File: src/hw/fcg_pkg.sv
// Package of constants, states and carrier types for the clock generator mode logic.
package fcg_pkg;

  // ---------------------------------------------------------------------------
  // Clock rate and register map
  // ---------------------------------------------------------------------------
  localparam int SYS_CLK_KHZ = 250000;
  localparam int SYS_CLK_MHZ = 250;
  localparam logic [7:0] OFS_CTRL = 8'h00;
  localparam logic [7:0] OFS_FREQ = 8'h04;
  localparam logic [7:0] OFS_STATUS = 8'h08;
  localparam logic [7:0] OFS_DCO = 8'h0c;
  localparam logic [7:0] OFS_TRIM = 8'h10;

  // ---------------------------------------------------------------------------
  // Timing figures and the cycle counts derived from them
  // ---------------------------------------------------------------------------
  localparam int INT_REF_KHZ = 243;
  localparam logic [10:0] INT_REF_CYC = 11'(SYS_CLK_KHZ / INT_REF_KHZ);
  localparam int DBG_CLK_KHZ = 8000;
  localparam logic [4:0] DBG_HALF_CYC = 5'(SYS_CLK_KHZ / (2 * DBG_CLK_KHZ));
  localparam int EXT_LOSS_NS = 20000;
  localparam int RTI_HALF_NS = 500000;
  localparam int FLL_MIN_KHZ = 8000;
  localparam int FLL_MAX_KHZ = 40000;
  localparam longint DCO_SCALE = 131072;
  localparam logic [15:0] DCO_MIN_INC =
    16'((longint'(FLL_MIN_KHZ) * DCO_SCALE + SYS_CLK_KHZ - 1) / SYS_CLK_KHZ);
  localparam logic [15:0] DCO_MAX_INC =
    16'((longint'(FLL_MAX_KHZ) * DCO_SCALE) / SYS_CLK_KHZ);

  // ---------------------------------------------------------------------------
  // Reset values and loop constants
  // ---------------------------------------------------------------------------
  localparam logic [15:0] DCO_RESET_INC = 16'h2000;
  localparam logic [15:0] DCO_STEP = 16'h0010;
  localparam logic [7:0] TRIM_RESET = 8'h80;
  localparam logic [10:0] TRIM_MID = 11'h080;
  localparam logic [7:0] MULT_RESET = 8'h40;
  localparam logic [2:0] DIV_RESET = 3'h1;
  localparam logic [2:0] EXT_GOOD_EDGES = 3'h4;
  localparam logic [8:0] LOCK_TOL = 9'h001;
  localparam logic [8:0] UNLOCK_TOL = 9'h003;
  localparam logic [2:0] LOCK_WINDOWS = 3'h4;
  localparam logic [8:0] MEAS_MAX = 9'h1ff;

  // ---------------------------------------------------------------------------
  // Enumerations
  // ---------------------------------------------------------------------------
  typedef enum logic [1:0] {
    MODE_SELF = 2'b00,
    MODE_INT = 2'b01,
    MODE_BYPASS = 2'b10,
    MODE_EXT = 2'b11
  } fcg_mode_sel_t;

  typedef enum logic [2:0] {
    ST_OFF = 3'b000,
    ST_SELF_CLOCKED = 3'b001,
    ST_INT_UNLOCKED = 3'b010,
    ST_INT_LOCKED = 3'b011,
    ST_BYPASS_EXT = 3'b100,
    ST_EXT_UNLOCKED = 3'b101,
    ST_EXT_LOCKED = 3'b110
  } fcg_state_t;

  typedef enum logic [1:0] {
    SRC_DCO = 2'b00,
    SRC_EXT = 2'b01,
    SRC_REF8 = 2'b10
  } fcg_src_t;

  // ---------------------------------------------------------------------------
  // Register layouts and carriers
  // ---------------------------------------------------------------------------
  typedef struct packed {
    logic loss_reset_sel;
    logic loss_detect_off;
    logic range_select;
    logic high_gain_select;
    fcg_mode_sel_t clock_mode_select;
  } fcg_ctrl_t;

  typedef struct packed {
    logic [7:0] fll_mult;
    logic [2:0] post_div;
  } fcg_freq_t;

  typedef struct packed {
    logic ext_ref_valid_status;
    logic fll_locked;
    logic loss_clk_flag;
    logic loss_lock_flag;
    fcg_state_t state;
  } fcg_status_t;

  typedef struct packed {
    logic psel;
    logic penable;
    logic pwrite;
    logic [7:0] paddr;
    logic [31:0] pwdata;
  } fcg_apb_req_t;

  typedef struct packed {
    logic pready;
    logic pslverr;
    logic [31:0] prdata;
  } fcg_apb_rsp_t;

  typedef struct packed {
    logic gen_output_clock;
    logic fll_multiplied_clock;
    logic external_ref_clock;
    logic debug_local_clock;
    logic fixed_freq_enable;
    logic rti_clock;
  } fcg_clk_out_t;

endpackage

File: src/hw/fcg_clock_gen_unit.sv
// Mode control, FLL model, post divider and clock monitor of the clock generator.
//
// Overview of operation
// - Reset enters self-clocked mode, DIGITAL_CONTROLLED_OSC free-running
// - Off mode holds output clock static
// - Internal FLL mode multiplies internal reference
// - Unlocked state adjusts DIGITAL_CONTROLLED_OSC until lock
// - Bypass mode routes external clock directly
// - External FLL mode multiplies external reference
// - Post divider divides by 1 to 128
// - FLL output limited to 8-40 MHz
// - Loss of clock/lock requests reset or interrupt
// - DIGITAL_CONTROLLED_OSC setting kept through stop
// - DIGITAL_CONTROLLED_OSC holds frequency when reference lost
// - Output switches to FLL after lock
// - Non-running clock sources are never selected
// - Status shows lock and loss of lock
// - External reference monitored, valid status shown
// - Internal 8 MHz and trimmable 243 kHz references
// - Range and high-gain selects exposed
// - Fixed-frequency enable produced with clocks
// - Separate self-clocked real-time interrupt clock
// - Mode field encodes four clock modes
// - Bypass mode waits for valid external clock
`timescale 1ns/1ps
module fcg_clock_gen_unit #(
  parameter int EXT_LOSS_CYC = fcg_pkg::EXT_LOSS_NS * fcg_pkg::SYS_CLK_MHZ / 1000,
  parameter int RTI_HALF_CYC = fcg_pkg::RTI_HALF_NS * fcg_pkg::SYS_CLK_MHZ / 1000
) (
  input wire logic sys_clk,
  input wire logic rst,
  input wire fcg_pkg::fcg_apb_req_t apb_req,
  output fcg_pkg::fcg_apb_rsp_t apb_rsp,
  input wire logic stop_req,
  input wire logic ext_ref_pin,
  output fcg_pkg::fcg_clk_out_t clk_out,
  output logic high_gain_select,
  output logic range_select,
  output logic reset_req,
  output logic irq_req
);

  // ---------------------------------------------------------------------------
  // State of the block
  // ---------------------------------------------------------------------------
  typedef struct packed {
    fcg_pkg::fcg_apb_rsp_t rsp;
    fcg_pkg::fcg_ctrl_t ctrl;
    logic cfg_written;
    fcg_pkg::fcg_freq_t freq;
    logic [15:0] dco_inc;
    logic [7:0] trim;
    fcg_pkg::fcg_state_t state;
    logic sync1;
    logic sync2;
    logic sync3;
    logic ext_stable;
    logic [16:0] ext_idle;
    logic [2:0] ext_edges;
    logic ext_valid;
    logic [15:0] dco_acc;
    logic dco_clk;
    logic [10:0] ref_cnt;
    logic [4:0] dbg_cnt;
    logic dbg_clk;
    logic [16:0] rti_cnt;
    logic rti_clk;
    logic [8:0] meas_cnt;
    logic [2:0] lock_cnt;
    logic locked;
    logic loss_clk_flag;
    logic loss_lock_flag;
    fcg_pkg::fcg_src_t sel_act;
    logic [2:0] div_act;
    logic [6:0] div_cnt;
    logic out_clk;
    logic ffe;
    logic reset_req;
    logic irq_req;
  } fcg_regs_t;

  fcg_regs_t st;
  fcg_regs_t n;
  fcg_pkg::fcg_status_t sts;
  fcg_pkg::fcg_status_t wsts;
  fcg_pkg::fcg_ctrl_t wctrl;
  fcg_pkg::fcg_src_t want;
  logic wr_en;
  logic setup;
  logic ext_evt;
  logic ext_rise;
  logic int_tick;
  logic ref8_evt;
  logic ref_evt;
  logic dco_evt;
  logic src_evt;
  logic ext_kind;
  logic engaged;
  logic hold;
  logic set_clk;
  logic set_lock;
  logic [16:0] dco_sum;
  logic [10:0] ref_period;
  logic [8:0] dif;

  // Divider terminal count: the output toggles every 2^d source half periods.
  function automatic logic [6:0] div_top(input logic [2:0] d);
    logic [7:0] w;
    w = (8'h01 << d) - 8'h01;
    return w[6:0];
  endfunction

  // Limits a DIGITAL_CONTROLLED_OSC setting to the legal FLL output range.
  function automatic logic [15:0] dco_clamp(input logic [16:0] v);
    logic [15:0] r;
    r = v[15:0];
    if (v > {1'b0, fcg_pkg::DCO_MAX_INC})
      r = fcg_pkg::DCO_MAX_INC;
    else if (v < {1'b0, fcg_pkg::DCO_MIN_INC})
      r = fcg_pkg::DCO_MIN_INC;
    return r;
  endfunction

  // Distance between the measured and the programmed edge count.
  function automatic logic [8:0] abs_diff(input logic [8:0] a, input logic [8:0] b);
    return (a > b) ? a - b : b - a;
  endfunction

  // ---------------------------------------------------------------------------
  // Next-state logic
  // ---------------------------------------------------------------------------
  // Computes the complete next state of the block in one pass.
  always_comb
  begin
    n = st;
    sts = '{st.ext_valid, st.locked, st.loss_clk_flag, st.loss_lock_flag, st.state};
    wsts = fcg_pkg::fcg_status_t'(apb_req.pwdata[$bits(fcg_pkg::fcg_status_t)-1:0]);
    wctrl = fcg_pkg::fcg_ctrl_t'(apb_req.pwdata[$bits(fcg_pkg::fcg_ctrl_t)-1:0]);
    setup = apb_req.psel && !apb_req.penable;
    wr_en = apb_req.psel && apb_req.penable && apb_req.pwrite && st.rsp.pready;
    set_clk = 1'b0;
    set_lock = 1'b0;
    want = fcg_pkg::SRC_DCO;

    // Register bus: answer in the first access cycle, read data sampled at setup.
    n.rsp.pready = setup;
    n.rsp.pslverr = 1'b0;
    n.rsp.prdata = '0;
    if (setup)
    begin
      if (apb_req.paddr == fcg_pkg::OFS_CTRL)
        n.rsp.prdata = 32'(st.ctrl);
      else if (apb_req.paddr == fcg_pkg::OFS_FREQ)
        n.rsp.prdata = 32'(st.freq);
      else if (apb_req.paddr == fcg_pkg::OFS_STATUS)
        n.rsp.prdata = 32'(sts);
      else if (apb_req.paddr == fcg_pkg::OFS_DCO)
        n.rsp.prdata = 32'(st.dco_inc);
      else if (apb_req.paddr == fcg_pkg::OFS_TRIM)
        n.rsp.prdata = 32'(st.trim);
      else
        n.rsp.pslverr = 1'b1;
    end

    // Register writes; gain and range are taken only from the first control register write.
    if (wr_en && apb_req.paddr == fcg_pkg::OFS_CTRL)
    begin
      n.ctrl.clock_mode_select = wctrl.clock_mode_select;
      n.ctrl.loss_detect_off = wctrl.loss_detect_off;
      n.ctrl.loss_reset_sel = wctrl.loss_reset_sel;
      if (!st.cfg_written)
      begin
        n.ctrl.high_gain_select = wctrl.high_gain_select;
        n.ctrl.range_select = wctrl.range_select;
        n.cfg_written = 1'b1;
      end
    end
    if (wr_en && apb_req.paddr == fcg_pkg::OFS_FREQ)
      n.freq = fcg_pkg::fcg_freq_t'(apb_req.pwdata[$bits(fcg_pkg::fcg_freq_t)-1:0]);
    if (wr_en && apb_req.paddr == fcg_pkg::OFS_DCO)
      n.dco_inc = dco_clamp({1'b0, apb_req.pwdata[15:0]});
    if (wr_en && apb_req.paddr == fcg_pkg::OFS_TRIM)
      n.trim = apb_req.pwdata[7:0];

    // External reference: three-stage synchroniser, edge count and idle timeout.
    n.sync1 = ext_ref_pin;
    n.sync2 = st.sync1;
    n.sync3 = st.sync2;
    ext_evt = (st.sync2 == st.sync3) && (st.sync3 != st.ext_stable);
    ext_rise = ext_evt && st.sync3;
    if (ext_evt)
    begin
      n.ext_stable = st.sync3;
      n.ext_idle = '0;
      if (st.ext_edges != fcg_pkg::EXT_GOOD_EDGES)
        n.ext_edges = st.ext_edges + 3'h1;
    end
    else if (st.ext_idle == 17'(EXT_LOSS_CYC - 1))
      n.ext_edges = '0;
    else
      n.ext_idle = st.ext_idle + 17'h00001;
    n.ext_valid = (n.ext_edges == fcg_pkg::EXT_GOOD_EDGES);
    set_clk = st.ext_valid && !n.ext_valid && !st.ctrl.loss_detect_off &&
      (st.ctrl.clock_mode_select == fcg_pkg::MODE_BYPASS ||
       st.ctrl.clock_mode_select == fcg_pkg::MODE_EXT);

    // Internal references: trimmable low reference, 8 MHz debug clock, RTI clock.
    ref_period = fcg_pkg::INT_REF_CYC + {3'h0, st.trim} - fcg_pkg::TRIM_MID;
    int_tick = (st.ref_cnt >= ref_period - 11'h001);
    n.ref_cnt = int_tick ? '0 : st.ref_cnt + 11'h001;
    ref8_evt = (st.dbg_cnt == fcg_pkg::DBG_HALF_CYC - 5'h01);
    n.dbg_cnt = ref8_evt ? '0 : st.dbg_cnt + 5'h01;
    n.dbg_clk = st.dbg_clk ^ ref8_evt;
    if (st.rti_cnt == 17'(RTI_HALF_CYC - 1))
    begin
      n.rti_cnt = '0;
      n.rti_clk = !st.rti_clk;
    end
    else
      n.rti_cnt = st.rti_cnt + 17'h00001;

    // DIGITAL_CONTROLLED_OSC: phase accumulator that stops, but keeps its setting, in off mode.
    dco_sum = {1'b0, st.dco_acc} + {1'b0, st.dco_inc};
    dco_evt = (st.state != fcg_pkg::ST_OFF) && dco_sum[16];
    if (st.state != fcg_pkg::ST_OFF)
      n.dco_acc = dco_sum[15:0];
    n.dco_clk = st.dco_clk ^ dco_evt;

    // FLL: count DIGITAL_CONTROLLED_OSC rising edges per reference period and steer the DIGITAL_CONTROLLED_OSC.
    ext_kind = (st.state == fcg_pkg::ST_EXT_UNLOCKED) ||
      (st.state == fcg_pkg::ST_EXT_LOCKED) || (st.state == fcg_pkg::ST_BYPASS_EXT);
    engaged = (st.state == fcg_pkg::ST_INT_UNLOCKED) || (st.state == fcg_pkg::ST_INT_LOCKED) ||
      (st.state == fcg_pkg::ST_EXT_UNLOCKED) || (st.state == fcg_pkg::ST_EXT_LOCKED);
    ref_evt = ext_kind ? ext_rise : int_tick;
    hold = ext_kind && !st.ext_valid;
    dif = abs_diff(st.meas_cnt, {1'b0, st.freq.fll_mult});
    if (!engaged)
    begin
      n.meas_cnt = '0;
      n.lock_cnt = '0;
      n.locked = 1'b0;
    end
    else if (hold)
      n.meas_cnt = '0;
    else if (ref_evt)
    begin
      n.meas_cnt = '0;
      if (dif > fcg_pkg::LOCK_TOL && st.meas_cnt < {1'b0, st.freq.fll_mult})
        n.dco_inc = dco_clamp({1'b0, st.dco_inc} + {1'b0, fcg_pkg::DCO_STEP});
      else if (dif > fcg_pkg::LOCK_TOL)
        n.dco_inc = dco_clamp({1'b0, st.dco_inc} - {1'b0, fcg_pkg::DCO_STEP});
      if (dif <= fcg_pkg::LOCK_TOL)
      begin
        if (st.lock_cnt != fcg_pkg::LOCK_WINDOWS)
          n.lock_cnt = st.lock_cnt + 3'h1;
        if (st.lock_cnt == fcg_pkg::LOCK_WINDOWS - 3'h1)
          n.locked = 1'b1;
      end
      else
      begin
        n.lock_cnt = '0;
        if (dif > fcg_pkg::UNLOCK_TOL && st.locked)
        begin
          n.locked = 1'b0;
          set_lock = !st.ctrl.loss_detect_off;
        end
      end
    end
    else if (dco_evt && !st.dco_clk && st.meas_cnt != fcg_pkg::MEAS_MAX)
      n.meas_cnt = st.meas_cnt + 9'h001;

    // Mode sequencing from the mode field, stop request and lock status.
    if (stop_req)
      n.state = fcg_pkg::ST_OFF;
    else
    begin
      case (st.ctrl.clock_mode_select)
        fcg_pkg::MODE_SELF:
          n.state = fcg_pkg::ST_SELF_CLOCKED;
        fcg_pkg::MODE_INT:
          if (n.locked && !ext_kind)
            n.state = fcg_pkg::ST_INT_LOCKED;
          else
            n.state = fcg_pkg::ST_INT_UNLOCKED;
        fcg_pkg::MODE_BYPASS:
          if (st.ext_valid)
            n.state = fcg_pkg::ST_BYPASS_EXT;
          else if (st.state == fcg_pkg::ST_BYPASS_EXT || st.state == fcg_pkg::ST_OFF)
            n.state = fcg_pkg::ST_SELF_CLOCKED;
        default:
          if (n.locked && ext_kind)
            n.state = fcg_pkg::ST_EXT_LOCKED;
          else
            n.state = fcg_pkg::ST_EXT_UNLOCKED;
      endcase
    end
    // Lock is reported only while the block sits in a locked state.
    if (n.state != fcg_pkg::ST_INT_LOCKED && n.state != fcg_pkg::ST_EXT_LOCKED)
      n.locked = 1'b0;

    // Source wanted: safe 8 MHz reference while unlocked, DIGITAL_CONTROLLED_OSC once locked.
    case (n.state)
      fcg_pkg::ST_BYPASS_EXT:
        want = fcg_pkg::SRC_EXT;
      fcg_pkg::ST_INT_UNLOCKED, fcg_pkg::ST_EXT_UNLOCKED:
        want = fcg_pkg::SRC_REF8;
      default:
        want = fcg_pkg::SRC_DCO;
    endcase

    // Post divider; the source and divisor change as the output falls, the source also at once when a selected external clock is lost.
    case (st.sel_act)
      fcg_pkg::SRC_EXT:
        src_evt = ext_evt;
      fcg_pkg::SRC_REF8:
        src_evt = ref8_evt;
      default:
        src_evt = dco_evt;
    endcase
    if (st.state != fcg_pkg::ST_OFF && src_evt)
    begin
      if (st.div_cnt >= div_top(st.div_act))
      begin
        n.div_cnt = '0;
        n.out_clk = !st.out_clk;
        if (st.out_clk)
        begin
          n.sel_act = want;
          n.div_act = st.freq.post_div;
        end
      end
      else
        n.div_cnt = st.div_cnt + 7'h01;
    end
    if (st.sel_act == fcg_pkg::SRC_EXT && !st.ext_valid)
    begin
      n.sel_act = want;
      n.div_cnt = '0;
    end

    // Fixed-frequency enable follows the reference in use.
    n.ffe = ref_evt && st.state != fcg_pkg::ST_OFF;

    // Sticky loss flags: write one to clear, a new event wins over the clear.
    n.loss_clk_flag = (st.loss_clk_flag &&
      !(wr_en && apb_req.paddr == fcg_pkg::OFS_STATUS && wsts.loss_clk_flag)) || set_clk;
    n.loss_lock_flag = (st.loss_lock_flag &&
      !(wr_en && apb_req.paddr == fcg_pkg::OFS_STATUS && wsts.loss_lock_flag)) || set_lock;
    n.reset_req = n.ctrl.loss_reset_sel && (n.loss_clk_flag || n.loss_lock_flag);
    n.irq_req = !n.ctrl.loss_reset_sel && (n.loss_clk_flag || n.loss_lock_flag);
  end

  // ---------------------------------------------------------------------------
  // State register
  // ---------------------------------------------------------------------------
  // Registers the next state; reset starts in self-clocked mode.
  always_ff @(posedge sys_clk or posedge rst)
  begin
    if (rst)
    begin
      st <= '0;
      st.state <= fcg_pkg::ST_SELF_CLOCKED;
      st.dco_inc <= fcg_pkg::DCO_RESET_INC;
      st.trim <= fcg_pkg::TRIM_RESET;
      st.freq.fll_mult <= fcg_pkg::MULT_RESET;
      st.freq.post_div <= fcg_pkg::DIV_RESET;
      st.div_act <= fcg_pkg::DIV_RESET;
    end
    else
      st <= n;
  end

  // Outputs come straight from the state register.
  assign apb_rsp = st.rsp;
  assign clk_out = '{st.out_clk, st.dco_clk, st.ext_stable, st.dbg_clk, st.ffe, st.rti_clk};
  assign high_gain_select = st.ctrl.high_gain_select;
  assign range_select = st.ctrl.range_select;
  assign reset_req = st.reset_req;
  assign irq_req = st.irq_req;
endmodule

File: config.mk
export PLATFORM = sky130hd
export DESIGN_NAME = fcg_clock_gen_unit
export DESIGN_NICKNAME = d
export VERILOG_FILES = /design/src/hw/fcg_pkg.sv /design/src/hw/fcg_clock_gen_unit.sv
export SDC_FILE = /design/constraint.sdc
export NUM_CORES = 1
export LEC_CHECK = 0
export ABC_AREA = 1
export BUFFER_PORTS_ARGS = -buffer_cell sky130_fd_sc_hd__buf_2
export CAP_MARGIN = 20
export CORE_UTILIZATION = 35
export CTS_CLUSTER_SIZE = 16
export DETAILED_ROUTE_END_ITERATION = 12
export PLACE_DENSITY = 0.55
export SLEW_MARGIN = 20
export SYNTH_ARGS = -nofsm -noshare
export SYNTH_HDL_FRONTEND = slang
export SYNTH_SLANG_ARGS = --single-unit
File: constraint.sdc
create_clock -name sys_clk -period 7.2 [get_ports sys_clk]
set_input_delay 1.44 -clock sys_clk [delete_from_list [all_inputs] [get_ports sys_clk]]
set_output_delay 1.44 -clock sys_clk [all_outputs]
set_load 0.05 [all_outputs]
; After elaboration in Yosys (flattened, before gate mapping)
; Cells that the tools add are included.
[op_classes]
magnitude_cmp = 13
reduce_logical = 66
add_sub_neg = 17
muxes = 65
shift = 1
n_bitwise = 3
n_eq_ne = 34
[op_table]
columns = op, count
row1 = $mux W16, 16
row2 = $mux W9, 4
row3 = $add A17 B1 Y17 const B, 2
row4 = $gt A17 B15 Y1 const B, 2
row5 = $lt A17 B13 Y1 const B, 2
row6 = $mux W17, 2
row7 = $mux W33, 1
row8 = $logic_and A1 B1 Y1, 32
row9 = $mux W13, 2
row10 = $mux W7, 3
row11 = $mux W20, 1
row12 = $eq A3 B3 Y1 const B, 6
row13 = $mux W3, 6
row14 = $add A16 B16 Y17, 1
row15 = $add A16 B5 Y17 const B, 1
row16 = $eq A17 B13 Y1 const B, 1
row17 = $eq A17 B17 Y1 const B, 1
row18 = $sub A16 B5 Y17 const B, 1
row19 = $eq A8 B4 Y1 const B, 2
row20 = $gt A16 B15 Y1 const B, 1
row21 = $lt A16 B13 Y1 const B, 1
row22 = $mux W1, 16
row23 = $mux W5, 3
row24 = $eq A3 B2 Y1 const B, 4
row25 = other kinds (50), 88
[totals]
ff_bits = 187

; Logic depth before layout (Yosys ltp)
[logic_depth]
word_depth = 20
depth_mapped = 27
mapped_depth_nobuf = 25

; Worst setup path after synthesis
; Ideal clock, no wire load.
[synth_timing]
path_type = input-to-reg
from = in apb_req[37] in the netlist's numbering
to = reg st[124] in the netlist's numbering
setup_time_ns = 0.135
required_time_ns = 7.065
arrival_ns = 3.126
path_stages = 12
slack_ns = 3.939
cell_sequence = nor4_1 > nand2_1 > nor3_1 > inv_2 > nor2_2 > nand2_1 > nor2_1 > inv_2 > o22ai_1 > nand2_1 > nand3_1 > o22ai_1
[synth_lines]
columns = item, line_no
row1 = from (decl), fcg_clock_gen_unit.sv:32  ; input wire fcg_pkg::fcg_apb_req_t apb_req,
row2 = to (signal assigned), fcg_clock_gen_unit.sv:370  ; st <= n;
row3 = to (decl), fcg_clock_gen_unit.sv:82  ; fcg_regs_t st;

==> results <==
- Counting flops with a built-in enable in the synthesized netlist gives 0.
- Counting flops with an async set or reset pin after synthesis yields a share of between 90% and 100%.
- The start-to-end type of the worst setup path is register to register.
- Across every metal layer, demand over resource in global routing totals 18.0%.
- The number of clock buffers inserted by TritonCTS is 17.
- The H-tree level count is 4.
- After routing, the total negative slack on setup checks comes to 0 ps.
- The routed layout has about 10000 vias.
- The via count of the first global-routing pass came to roughly 9400.
- In this run, the number of DRC markers left after iteration 0 of detailed routing was approximately 680.
- The synthesized design spends more area on one cell type than any other, namely dfrtp_1.
- The unique cell type count in the Yosys netlist is 59.
- The worst setup path is captured at a register.
- The overall overflow remaining after global route is 0.
- The arrival time at the worst endpoint is 4700 ps.
- The half-perimeter wire length after detailed placement is 22700 um.
- Once placement completed, the tool counted placed cells totaling around 2000.
- The average vias per placed instance is 4.93.
- The worst path uses about three fifths of the clock period.
- Among all flip-flop cells after synthesis, the most frequent one is dfrtp_1.
- The instance count of the mapped netlist is approximately 1500.
- The worst slew slack as a fraction of its limit is 34.7%.
- The CTS tree is done.
- Setup violations remaining at the end of the flow were counted as 0.
- The y dimension of the die is ~180 um.
- The fraction of final layout cells sized beyond drive strength 1 is approximately a tenth.
- The first global-routing pass estimated approximately 48000 um of wire.
- IR analysis of the VDD net gives a maximum drop of between 0.15 and 0.2 mV.
- The count of cells in the finished layout, fillers not included, comes to 2030.
- The post-synthesis to final-layout area growth is 9.41%.
- The number of detailed-route iterations in the first pass is 5.
- The sum of internal, switching and leakage power is between 0.003 and 0.004 W.
- The share of synthesized area in the top cell type comes to around 36%.
- For this block, the routed nets add up to slightly below 30000 um of wire.
- Subtracting the final worst setup slack from the clock period gives 4340 ps.
- For the pin with the worst max-slew slack, the measured transition is 972 ps.
- The row count is 66.
- After synthesis the cells add up to between 0.01 and 0.015 mm2.
- Cells fill around 39% of the core in the end.
- The number of hold buffers added after CTS was 0.
- The die is ~180 um wide.
- In this run the worst hold path is classified as register to register.
- The layout net count is 1696.
- Yosys attributes the largest share of cell area to dfrtp_1, nand2_1, ha_1, inv_1, o21ai_0.
- For this design the static power due to leakage is between 6 and 7 nW.
- The clock skew is around 12 ps.
- At the worst endpoint, the required time is between 7000 and 8000 ps.
- The sequential area share after synthesis is a little under two fifths.
- The number of setup buffers added after CTS is 0.
- The floorplan step defined a die boundary enclosing roughly 0.034 mm2.
- Once detail routing completed, the nets flagged for antenna violations numbered 0.
- The clock net in this run drives a total of between 150 and 200 sinks.
- The starting density of the core is between 30% and 40%.
- Yosys printed 0 warnings.
- The number of antenna violations at the first check in global routing is 1.
- The count of input and output buffers is slightly below 60.
- After synthesis, the mean cell area works out to roughly 7.5 um2.
- Max-cap violations in this run came to 0.
- The flow ran to the end, and the final reports show no timing, DRC or antenna violations.
- Of all nets on the critical path, the largest fanout is 15.
- Once the clock tree was built, the resizer swapped 0 gates to a different size.
- The flip-flop and latch count after synthesis is roughly 170.
- The antenna diode count is 0.
- The max-slew violation count is 0.
- Power spread over the standard cell area amounts to a little under 300 mW/mm2.
- The number of hold violations in the final report came to 0.
- The residual DRC count is 0.
- The largest net degree at the start of global routing is 110.
- The later-pin clock latency in the skew report is 440 ps.
- Based on the critical path, the design can be clocked at up to roughly 230 MHz.
- The total core area is between 0.03 and 0.04 mm2.
- Clock-pin slew was measured on the worst setup and hold paths at ~70 ps.
- Hold is met by 355 ps.
- Setup repair after global routing left no endpoint under its margin.
- Counting along the longest clock path gives a buffer depth of 2.
- The worst setup path is launched from a register.
- Clock tree synthesis selected as its root buffer the cell clkbuf_16.
- Dividing the detail-routed wire length by the instance count gives ~14 um.
- Pin placement for this block handled 91 I/O pins.
- At the end of routability-driven placement, the weighted congestion stood at a little under 0.9.
-- flip-flops by register name, summed over array words and instances, names as in the netlist --
| register | cells |
|---|---|
| irq_req | 1 |
| st | 141 |
| clk_out | 6 |
| n | 2 |
| high_gain_select | 1 |
| reset_req | 1 |
| range_select | 1 |
| apb_rsp | 18 |
-- cell usage in the layout (no fill, tap or decap), drive strengths merged, types with 7 or more instances in the layout --
master	Yosys	routed
conb	1	16
inv	244	250
nand2	342	342
o21ai	121	121
dfrtp	165	165
o22ai	16	16
nor3b	9	9
a31oi	7	7
xor2	41	41
a21oi	74	74
nor2	139	139
nand3	101	101
clkbuf	17	19
nand4	34	34
nor3	33	33
buf	49	63
ha	71	71
nor4	12	12
-- cells by family (layout without fill, tap and decap cells) --
group / Yosys count / after routing / synth area share, %
simple gates: 679 / 679 / 26.4
flops: 171 / 171 / 37.1
fa+ha+maj: 74 / 74 / 8.20
other cells: 1 / 16 / 0.0324
xor+xnor: 47 / 47 / 3.56
buf+inv: 311 / 340 / 11.8
compound gates: 261 / 261 / 13.0
-- worst max-delay path, cell delays in order, from the launching register on --
cell and delay (ps):
dfrtp_1 350, inv_1 100, ha_1 230, nor2_1 220, nand4_1 110, nand2_1 80, nand2_1 70, ha_1 310
nand2_1 70, o21ai_0 190, a21oi_1 100, nand4_1 80, o21ai_1 280, nor2_1 810, nand2_1 560, o21ai_1 380
or2_1 170, nand2_1 60, inv_1 90
-- through the flow --
stage | setup WS [ps] | cell area, um2
after global placement | 2980 | 12100
final | 2860 | 12700
after CTS | 2900 | 12700
after floorplan | 1140 | 11600
after global routing | 2510 | 12700
after detailed placement | 2930 | 12100
-- cells in the mapped netlist, types with 4 or more instances --
master and n:
a211oi_1 5, a21oi_1 70, a221oi_1 6, a31oi_1 7, buf_2 4, buf_4 41, clkbuf_1 17, dfrtp_1 165
dfstp_2 6, ha_1 71, inv_1 232, inv_2 11, nand2_1 326, nand2_2 12, nand3_1 96, nand3_2 4
nand4_1 33, nor2_1 134, nor3_1 29, nor3b_1 9, nor4_1 12, o211ai_1 5, o21a_1 5, o21ai_0 109
o21ai_1 9, o221ai_1 6, o22ai_1 16, or2_2 4, xnor2_1 6, xor2_1 41
-- metal layers --
metal  track usage, %  share of wire [%]
met1             25.1                 49
met2             28.7                 46
met3             3.27                4.3
met4             4.60                1.2
met5                0                  0
-- path summary, 6_finish.rpt --
path	startpoint	cells past startpoint	slack [ps]	end
max reg2reg	st[111]$_DFFE_PP0P_	18	2860	irq_req$_DFF_PP0_
min reg2reg	n[106]$_DFF_PP0_	0	350	n[105]$_DFF_PP0_
min	n[106]$_DFF_PP0_	0	350	n[105]$_DFF_PP0_
min in group asynchronous	rst	2	1150	st[48]$_DFF_PP0_
max	st[111]$_DFFE_PP0P_	18	2860	irq_req$_DFF_PP0_
max in group asynchronous	rst	3	4720	st[133]$_DFF_PP0_
-- power by group --
part / switching [W] / internal [W]
Sequential: 0.000172 / 0.00110
Combinational: 0.00102 / 0.000559
Clock: 0.000430 / 0.000497
Total: 0.00162 / 0.00215
-- layout make-up --
class	count	area, um2
clock buffers	19	443
fillers	3445	19900
multi-input cells	1077	5980
repair buffers	63	328
clock inverters	13	135
inverters	245	930
well taps	442	553
flip-flops and latches	171	4290
(Power assumes the default switching activity.)
